==> src/include/hw_config_pkg.sv <==
// Behaviour
// the register reads at command code 20h, writes at code A0h, 16 bits, all read/write; the code also takes writes at 20h.
// reset loads bits 5 and 3 with one and every other bit with zero.
// bit 15 set holds both sleep/wake pins high and ignores a low level on them as wakeup.
// bit 14 set puts the port 1 transceiver into low power while suspended.
// bit 13 connects the port 2 data line pull-downs when one, disconnects them when zero.
// bit 12 drives the port 1 pull-downs only when the strap is high and the id pin is low.
// with the strap low the port 1 pull-downs follow the two local pull-down control bits.
// bit 11 zero lets the clock stop in suspend, one keeps it running.
// bit 10 selects the overcurrent source: zero external digital input, one on-chip detector.
// bit 9 zero sends host irq to pin a and peripheral irq to pin b, one merges both on pin a.
// bit 8 zero qualifies the dma acknowledge on set a with the read and write strobes.
// bit 7 zero uses dma set a for host and set b for peripheral, one shares set a.
// bit 6 sets the dma acknowledge polarity on set a: zero active low, one active high.
// bit 5 sets the dma request polarity on set a: zero active low, one active high.
// bits 4 to 3 hold the bus width code, only 01 meaning a 16-bit bus is valid.
// bit 2 sets irq pin a polarity and bit 1 selects level (zero) or edge (one) signalling.
// bit 0 is the global enable of irq pin a, combined with the processor enable bits.
package hw_config_pkg;

  localparam int unsigned ADDR_W = 8;

  // ---------------------------------------------------------------
  // register map
  // ---------------------------------------------------------------
  localparam logic [7:0] HWCFG_RD_OFFSET  = 8'h20;
  localparam logic [7:0] HWCFG_WR_OFFSET  = 8'hA0;
  localparam logic [7:0] STATUS_OFFSET    = 8'h28;
  localparam logic [15:0] HWCFG_RESET     = 16'h0028;

  // ---------------------------------------------------------------
  // hardware_configuration fields
  // ---------------------------------------------------------------
  localparam int unsigned SLEEP_PIN_DISABLE_BIT     = 15;
  localparam int unsigned TRANSCEIVER_LOW_POWER_BIT = 14;
  localparam int unsigned PORT2_PULLDOWN_BIT        = 13;
  localparam int unsigned PORT1_PULLDOWN_BIT        = 12;
  localparam int unsigned KEEP_CLOCK_BIT            = 11;
  localparam int unsigned ONCHIP_OC_BIT             = 10;
  localparam int unsigned MERGED_IRQ_BIT            = 9;
  localparam int unsigned DMA_ACK_QUALIFY_BIT       = 8;
  localparam int unsigned MERGED_DMA_BIT            = 7;
  localparam int unsigned DMA_ACK_POLARITY_BIT      = 6;
  localparam int unsigned DMA_REQ_POLARITY_BIT      = 5;
  localparam int unsigned BUS_WIDTH_HI_BIT          = 4;
  localparam int unsigned BUS_WIDTH_LO_BIT          = 3;
  localparam int unsigned IRQ_POLARITY_BIT          = 2;
  localparam int unsigned IRQ_EDGE_BIT              = 1;
  localparam int unsigned IRQ_ENABLE_BIT            = 0;
  localparam logic [1:0]  BUS_WIDTH_16              = 2'h1;

  // ---------------------------------------------------------------
  // carriers
  // ---------------------------------------------------------------
  // raw pins, all asynchronous to i_clk
  typedef struct packed {
    logic dual_role_strap;
    logic id_pin;
    logic overcurrent_ext;
    logic overcurrent_onchip;
    logic host_wake_pin;
    logic periph_wake_pin;
    logic dma_ack_a;
    logic dma_ack_b;
    logic cpu_rd_n;
    logic cpu_wr_n;
  } pin_in_type;

  localparam int unsigned PIN_IN_W = $bits(pin_in_type);

  // requests from the host and peripheral cores, same clock
  typedef struct packed {
    logic host_irq;
    logic periph_irq;
    logic host_dma_req;
    logic periph_dma_req;
    logic host_suspend;
    logic periph_suspend;
    logic local_plus_pulldown;
    logic local_minus_pulldown;
  } core_in_type;

  typedef struct packed {
    logic irq_pin_a;
    logic irq_pin_b;
    logic dma_request_a;
    logic dma_request_b;
    logic host_wake_o;
    logic host_wake_oe;
    logic periph_wake_o;
    logic periph_wake_oe;
    logic port1_plus_pulldown;
    logic port1_minus_pulldown;
    logic port2_pulldown;
  } pin_out_type;

  typedef struct packed {
    logic host_dma_ack;
    logic periph_dma_ack;
    logic host_wake_req;
    logic periph_wake_req;
    logic transceiver_low_power;
    logic clock_stop_allow;
    logic overcurrent;
  } core_out_type;

endpackage : hw_config_pkg

==> src/hw_config_register.sv <==
// Implementation choice: the Wishbone slave port.
`timescale 1ns/1ps
module hw_config_register (
  // clock and reset
  input  wire logic                               i_clk,
  input  wire logic                               i_rstn,
  // wishbone slave
  input  wire logic                               i_wb_cyc,
  input  wire logic                               i_wb_stb,
  input  wire logic                               i_wb_we,
  input  wire logic [hw_config_pkg::ADDR_W-1:0]   i_wb_adr,
  input  wire logic [3:0]                         i_wb_sel,
  input  wire logic [31:0]                        i_wb_dat,
  output logic      [31:0]                        o_wb_dat,
  output logic                                    o_wb_ack,
  // device pins
  input  wire hw_config_pkg::pin_in_type          i_pins,
  output hw_config_pkg::pin_out_type              o_pins,
  // host and peripheral cores
  input  wire hw_config_pkg::core_in_type         i_core,
  output hw_config_pkg::core_out_type             o_core,
  // whole configuration word for the cores
  output logic      [15:0]                        o_hardware_configuration
);

  // ---------------------------------------------------------------
  // state
  // ---------------------------------------------------------------
  typedef struct packed {
    logic [15:0]                hardware_configuration;
    logic                       ack;
    logic [31:0]                rdata;
    logic                       irq_src_a_last;
    logic                       irq_src_b_last;
    hw_config_pkg::pin_out_type pins;
    hw_config_pkg::core_out_type core;
  } state_type;

  state_type                  state;
  state_type                  next_state;
  hw_config_pkg::pin_in_type  pin_sync;

  // ---------------------------------------------------------------
  // pin synchronisers
  // ---------------------------------------------------------------
  pin_sync2 #(
    .WIDTH (hw_config_pkg::PIN_IN_W)
  ) u_pin_sync (
    .i_clk   (i_clk),
    .i_rstn  (i_rstn),
    .i_async (i_pins),
    .o_sync  (pin_sync)
  );

  // ---------------------------------------------------------------
  // decoded fields
  // ---------------------------------------------------------------
  logic [15:0] cfg;
  logic        bus_req;
  logic        hit_rd;
  logic        hit_wr;
  logic        hit_status;
  logic [15:0] status_word;

  assign cfg        = state.hardware_configuration;
  assign bus_req    = i_wb_cyc && i_wb_stb && !state.ack;
  assign hit_rd     = i_wb_adr == hw_config_pkg::HWCFG_RD_OFFSET;
  assign hit_wr     = i_wb_adr == hw_config_pkg::HWCFG_WR_OFFSET;
  assign hit_status = i_wb_adr == hw_config_pkg::STATUS_OFFSET;

  // live state seen by software, read only
  assign status_word = {
    6'h00,
    cfg[hw_config_pkg::BUS_WIDTH_HI_BIT:hw_config_pkg::BUS_WIDTH_LO_BIT]
      != hw_config_pkg::BUS_WIDTH_16,
    pin_sync.dual_role_strap,
    pin_sync.id_pin,
    state.core.overcurrent,
    state.core.host_wake_req,
    state.core.periph_wake_req,
    state.pins.port1_plus_pulldown,
    state.pins.port1_minus_pulldown,
    state.pins.irq_pin_a,
    state.pins.irq_pin_b
  };

  // ---------------------------------------------------------------
  // next state
  // ---------------------------------------------------------------
  logic any_suspend;
  logic irq_src_a;
  logic irq_src_b;
  logic irq_act_a;
  logic irq_act_b;
  logic ack_a_active;
  logic ack_b_active;
  logic strobe_active;
  logic ack_a_qual;
  logic dreq_a_active;

  always_comb begin
    next_state = state;

    // register bus: one wait cycle, ack for one cycle
    next_state.ack   = bus_req;
    next_state.rdata = 32'h0000_0000;
    if (bus_req) begin
      if (i_wb_we && (hit_rd || hit_wr)) begin
        if (i_wb_sel[0]) begin
          next_state.hardware_configuration[7:0] = i_wb_dat[7:0];
        end
        if (i_wb_sel[1]) begin
          next_state.hardware_configuration[15:8] = i_wb_dat[15:8];
        end
      end
      if (!i_wb_we && hit_rd) begin
        next_state.rdata = {16'h0000, cfg};
      end
      if (!i_wb_we && hit_status) begin
        next_state.rdata = {16'h0000, status_word};
      end
    end

    // sleep/wake pins
    any_suspend = i_core.host_suspend || i_core.periph_suspend;
    if (cfg[hw_config_pkg::SLEEP_PIN_DISABLE_BIT]) begin
      next_state.pins.host_wake_o     = 1'b1;
      next_state.pins.host_wake_oe    = 1'b1;
      next_state.pins.periph_wake_o   = 1'b1;
      next_state.pins.periph_wake_oe  = 1'b1;
      next_state.core.host_wake_req   = 1'b0;
      next_state.core.periph_wake_req = 1'b0;
    end else begin
      // released: the pins show suspend as a low level when driven
      next_state.pins.host_wake_o     = 1'b0;
      next_state.pins.host_wake_oe    = i_core.host_suspend;
      next_state.pins.periph_wake_o   = 1'b0;
      next_state.pins.periph_wake_oe  = i_core.periph_suspend;
      next_state.core.host_wake_req   = !pin_sync.host_wake_pin && !i_core.host_suspend;
      next_state.core.periph_wake_req = !pin_sync.periph_wake_pin && !i_core.periph_suspend;
    end

    // power and clock
    next_state.core.transceiver_low_power =
      cfg[hw_config_pkg::TRANSCEIVER_LOW_POWER_BIT] && any_suspend;
    next_state.core.clock_stop_allow =
      !cfg[hw_config_pkg::KEEP_CLOCK_BIT] && any_suspend;

    // pull-downs
    next_state.pins.port2_pulldown = cfg[hw_config_pkg::PORT2_PULLDOWN_BIT];
    if (!pin_sync.dual_role_strap) begin
      next_state.pins.port1_plus_pulldown  = i_core.local_plus_pulldown;
      next_state.pins.port1_minus_pulldown = i_core.local_minus_pulldown;
    end else if (!pin_sync.id_pin) begin
      next_state.pins.port1_plus_pulldown  = cfg[hw_config_pkg::PORT1_PULLDOWN_BIT];
      next_state.pins.port1_minus_pulldown = cfg[hw_config_pkg::PORT1_PULLDOWN_BIT];
    end else begin
      // peripheral role: pull-downs stay off
      next_state.pins.port1_plus_pulldown  = 1'b0;
      next_state.pins.port1_minus_pulldown = 1'b0;
    end

    // overcurrent source
    next_state.core.overcurrent = cfg[hw_config_pkg::ONCHIP_OC_BIT] ?
      pin_sync.overcurrent_onchip : pin_sync.overcurrent_ext;

    // ---------------------------------------------------------------
    // interrupt pins
    // ---------------------------------------------------------------
    if (cfg[hw_config_pkg::MERGED_IRQ_BIT]) begin
      irq_src_a = i_core.host_irq || i_core.periph_irq;
      irq_src_b = 1'b0;
    end else begin
      irq_src_a = i_core.host_irq;
      irq_src_b = i_core.periph_irq;
    end
    // the cores hand in irqs already gated by their own enable bits
    irq_src_a = irq_src_a && cfg[hw_config_pkg::IRQ_ENABLE_BIT];
    irq_src_b = irq_src_b && cfg[hw_config_pkg::IRQ_ENABLE_BIT];
    next_state.irq_src_a_last = irq_src_a;
    next_state.irq_src_b_last = irq_src_b;
    // edge mode gives a one-cycle pulse on each rise of the source
    if (cfg[hw_config_pkg::IRQ_EDGE_BIT]) begin
      irq_act_a = irq_src_a && !state.irq_src_a_last;
      irq_act_b = irq_src_b && !state.irq_src_b_last;
    end else begin
      irq_act_a = irq_src_a;
      irq_act_b = irq_src_b;
    end
    next_state.pins.irq_pin_a = cfg[hw_config_pkg::IRQ_POLARITY_BIT] ?
      irq_act_a : !irq_act_a;
    next_state.pins.irq_pin_b = cfg[hw_config_pkg::IRQ_POLARITY_BIT] ? irq_act_b : !irq_act_b;

    // ---------------------------------------------------------------
    // dma pins
    // ---------------------------------------------------------------
    ack_a_active  = cfg[hw_config_pkg::DMA_ACK_POLARITY_BIT] ?
      pin_sync.dma_ack_a : !pin_sync.dma_ack_a;
    ack_b_active  = !pin_sync.dma_ack_b;
    strobe_active = !pin_sync.cpu_rd_n || !pin_sync.cpu_wr_n;
    // reserved mode one passes the acknowledge unqualified
    ack_a_qual    = cfg[hw_config_pkg::DMA_ACK_QUALIFY_BIT] ?
      ack_a_active : ack_a_active && strobe_active;

    if (cfg[hw_config_pkg::MERGED_DMA_BIT]) begin
      dreq_a_active = i_core.host_dma_req || i_core.periph_dma_req;
      next_state.pins.dma_request_b = 1'b0;
      // host wins a shared acknowledge when both request
      next_state.core.host_dma_ack   = ack_a_qual && i_core.host_dma_req;
      next_state.core.periph_dma_ack =
        ack_a_qual && !i_core.host_dma_req && i_core.periph_dma_req;
    end else begin
      dreq_a_active = i_core.host_dma_req;
      next_state.pins.dma_request_b  = i_core.periph_dma_req;
      next_state.core.host_dma_ack   = ack_a_qual;
      next_state.core.periph_dma_ack = ack_b_active;
    end
    next_state.pins.dma_request_a = cfg[hw_config_pkg::DMA_REQ_POLARITY_BIT] ?
      dreq_a_active : !dreq_a_active;

    // ---------------------------------------------------------------
    // reset
    // ---------------------------------------------------------------
    if (!i_rstn) begin
      next_state = '0;
      next_state.hardware_configuration = hw_config_pkg::HWCFG_RESET;
      next_state.pins.irq_pin_a     = 1'b1;
      next_state.pins.irq_pin_b     = 1'b1;
      next_state.pins.dma_request_a = 1'b0;
    end
  end

  always_ff @(posedge i_clk) begin
    state <= next_state;
  end

  // ---------------------------------------------------------------
  // outputs
  // ---------------------------------------------------------------
  // width code is stored as written; a bad code shows in status bit 9
  assign o_hardware_configuration = state.hardware_configuration;
  assign o_wb_ack                 = state.ack;
  assign o_wb_dat                 = state.rdata;
  assign o_pins                   = state.pins;
  assign o_core                   = state.core;

endmodule : hw_config_register

==> src/pin_sync2.sv <==
`timescale 1ns/1ps
module pin_sync2 #(
  parameter int unsigned WIDTH = 1
) (
  // clock and reset
  input  wire logic             i_clk,
  input  wire logic             i_rstn,
  // pins in, synchronised out
  input  wire logic [WIDTH-1:0] i_async,
  output logic      [WIDTH-1:0] o_sync
);

  typedef struct packed {
    logic [WIDTH-1:0] meta;
    logic [WIDTH-1:0] sync;
  } sync_state_type;

  sync_state_type state;
  sync_state_type next_state;

  // first stage feeds only the second stage
  always_comb begin
    next_state.meta = i_async;
    next_state.sync = state.meta;
    if (!i_rstn) begin
      next_state = '0;
    end
  end

  always_ff @(posedge i_clk) begin
    state <= next_state;
  end

  assign o_sync = state.sync;

endmodule : pin_sync2
==> config.mk <==
export PLATFORM = sky130hd
export DESIGN_NAME = hw_config_register
export DESIGN_NICKNAME = d
export VERILOG_FILES = /design/src/include/hw_config_pkg.sv /design/src/hw_config_register.sv /design/src/pin_sync2.sv
export SDC_FILE = /design/constraint.sdc
export NUM_CORES = 1
export LEC_CHECK = 0
export BUFFER_PORTS_ARGS = -buffer_cell sky130_fd_sc_hd__buf_4
export CAP_MARGIN = 0
export CORE_MARGIN = 2
export CORE_UTILIZATION = 50
export CTS_BUF_LIST = sky130_fd_sc_hd__clkbuf_16
export CTS_CLUSTER_SIZE = 14
export DETAILED_ROUTE_END_ITERATION = 12
export PLACE_DENSITY = 0.85
export SLEW_MARGIN = 20
export SYNTH_ARGS = -nofsm -noshare
export SYNTH_HDL_FRONTEND = slang
export SYNTH_SLANG_ARGS = --single-unit
==> constraint.sdc <==
create_clock -name i_clk -period 5.41 [get_ports i_clk]
set_clock_uncertainty 0.2 [all_clocks]
set_input_delay 1.082 -clock i_clk [delete_from_list [all_inputs] [get_ports i_clk]]
set_output_delay 1.082 -clock i_clk [all_outputs]
set_load 0.1 [all_outputs]
==> flow_summary.json <==
{
  "vias": 1960,
  "synth_flop_cell": "dfxtp_1",
  "clkTransAtPathRegs_ns": 0.05,
  "drt_iter0_drc": 107,
  "status": "completed",
  "clock-sinks": 72,
  "ys_warn_count": 0,
  "wire_per_inst_um": 13.14,
  "slew_headroom_pct": 38.99,
  "p_leak_uw": 0.001616,
  "ys_seq_area_share_pct": 49.02,
  "initial_core_util_pct": 52.43,
  "synth_top_area_share_pct": 49.02,
  "timing.fmax_mhz": 328.8,
  "synth_top_family_by_area": "simple AND/OR/NAND/NOR gates",
  "syn_inst": 298,
  "cts-resized-gates": 0,
  "required_ns": 5.47,
  "synth_area_um2": 2940,
  "hold_slack_ns": 0.2008,
  "hpwlAfterDp_um": 4039,
  "routed_wl_um": 5585,
  "worst-setup-path-type": "input pin to register",
  "post-route-min-period_ns": 3.041,
  "final_util_pct": 63.99,
  "gp_congestion": 0.7276,
  "dieArea_um2": 6510,
  "cts_tree": "yes",
  "grt_max_degree": 70,
  "fin_tns_setup_ns": 0,
  "yosys.area_share.simple_pct": 19.66,
  "layout.nets": 415,
  "synth-edff-count": 0,
  "yosys-top-cells-area": "dfxtp_1 (49%), buf_4 (17%), mux2i_1 (8.9%)",
  "first_pass_iters": 4,
  "post_cts_buffers": 0,
  "yosysUniqueCellTypes": 33,
  "die_y_um": 80.69,
  "synth_fa_ha_area_share_pct": 0,
  "grt_overflow": 0,
  "ant_nets": 0,
  "core_um2": 5608,
  "rsz0062_at_grt": "no",
  "die_w_um": 80.69,
  "finalHoldViolations": 0,
  "final_common_cell": "buf_4",
  "clockRootBuffer": "clkbuf_16",
  "syn_area_per_cell_um2": 9.867,
  "pre_cts_slack_ns": 2.044,
  "ys_seq_elements": 72,
  "finalCritPeriodShare_pct": 56.21,
  "critPathMaxFanout": 69,
  "synthXorXnorAreaFrac_pct": 0.5957,
  "syn_to_final_growth_pct": 22.04,
  "cts_inserted_buffers": 9,
  "hold_class": "register to register",
  "setup_violations": 0,
  "cts_hold_buf": 0,
  "slew_viol_final": 0,
  "cap_violations": 0,
  "p_per_area_nw_per_um2": 350.3,
  "drc_errors": 0,
  "insertion_delay_ns": 0.32,
  "synth-compound-area-share_pct": 2.851,
  "drive_gt1_share_pct": 33.71,
  "antenna_found_initial": 0,
  "final_cell_mix": "buf_4 (99), dfxtp_1 (72), nand2_1 (35), and2_1 (28), mux2i_1 (26)",
  "tightest_slew_ns": 0.9068,
  "peakVddDrop_mv": 0.2435,
  "cp-start-kind": "input pin",
  "grt_pass1_wl_um": 8569,
  "vias_per_cell": 4.612,
  "cts_buffer_depth": 2,
  "row_count": 27,
  "io_buffers": 99,
  "synthArstFlopShare_pct": 0,
  "worst_slack_ns": 2.369,
  "grt_usage_pct": 17.97,
  "synth_top_area_cell": "dfxtp_1",
  "antenna_cells": 0,
  "cts_max_level": 3,
  "critPathArrivalTime_ns": 3.10,
  "synth_mux_area_share_pct": 9.234,
  "endpoint_kind": "register",
  "ioPinCount": 134,
  "grt_pass1_vias": 1854
}
-- flip-flops by register name (all words and copies together) (netlist names) --
name / flops
o_wb_ack: 1
u_pin_sync.o_sync: 10
o_pins: 10
o_wb_dat: 16
u_pin_sync.state: 10
state: 2
o_core: 7
o_hardware_configuration: 16
-- layout make-up --
class	instances	area, um^2
clock inverters	7	62.56
clock buffers	9	225.2
inverters	4	15.01
well taps	72	90.09
repair buffers	99	743.2
multi-input cells	162	1011
flip-flops and latches	72	1441
fillers	479	2019
-- kinds of logic (layout without fill, tap and decap cells) --
group                  after synthesis  in the layout
multiplexers                        27             27
AND/OR/NAND/NOR                    104            104
flip-flops                          72             72
buffers and inverters               79            119
other                                1             16
XOR/XNOR                             2              2
AO/OA/AOI/OAI                       13             13
-- routing by layer --
metal | share of wire, % | global-route usage [%] | vias up
li1 | - | - | 984
met1 | 39 | 18.83 | 904
met2 | 54 | 32.83 | 65
met3 | 5.6 | 5.281 | 7
met4 | 1.6 | 8.136 | 0
met5 | 0 | 0 | -
-- worst max-delay path, cell delays in order --
cell,delay [ns]
buf_4,0.47
or3b_2,0.51
nor4_1,0.79
and2_1,0.24
-- Yosys cell counts, drive strengths merged (2+ instances only) --
library cell / n
a21boi: 2
a21oi: 2
and2: 28
buf: 67
clkbuf: 8
dfxtp: 72
inv: 4
mux2i: 26
nand2: 35
nand2b: 4
nand3b: 2
nor2: 15
nor2b: 6
nor3: 2
nor3b: 2
nor4: 4
o21a: 2
o21ai: 4
-- power breakdown --
part / switching [uW] / total (uW) / internal [uW]
combinational: 113 / 154 / 41.3
clock: 205 / 556 / 351
sequential: 3.65 / 547 / 543
-- final timing paths --
check	from	endpoint	slack, ns	depth (start not counted)
setup / recovery	i_rstn	o_wb_dat[11]$_SDFF_PP0_	2.37	4
hold / removal	u_pin_sync.o_sync[5]$_SDFF_PN0_	o_core[4]$_SDFF_PP0_	0.20	1
setup reg to reg	o_wb_ack$_SDFF_PN0_	o_wb_dat[11]$_SDFF_PP0_	3.37	3
hold reg to reg	u_pin_sync.o_sync[5]$_SDFF_PN0_	o_core[4]$_SDFF_PP0_	0.20	1
-- per-stage QoR --
step	power (uW)	std cells	cell area, um^2
after floorplan	687.3	313	2997
after global placement	710.3	409	3301
after detailed placement	712.7	409	3301
after CTS	1272	425	3588
after global routing	1304	425	3588
final	1257	425	3588
(Power assumes the default switching activity.)
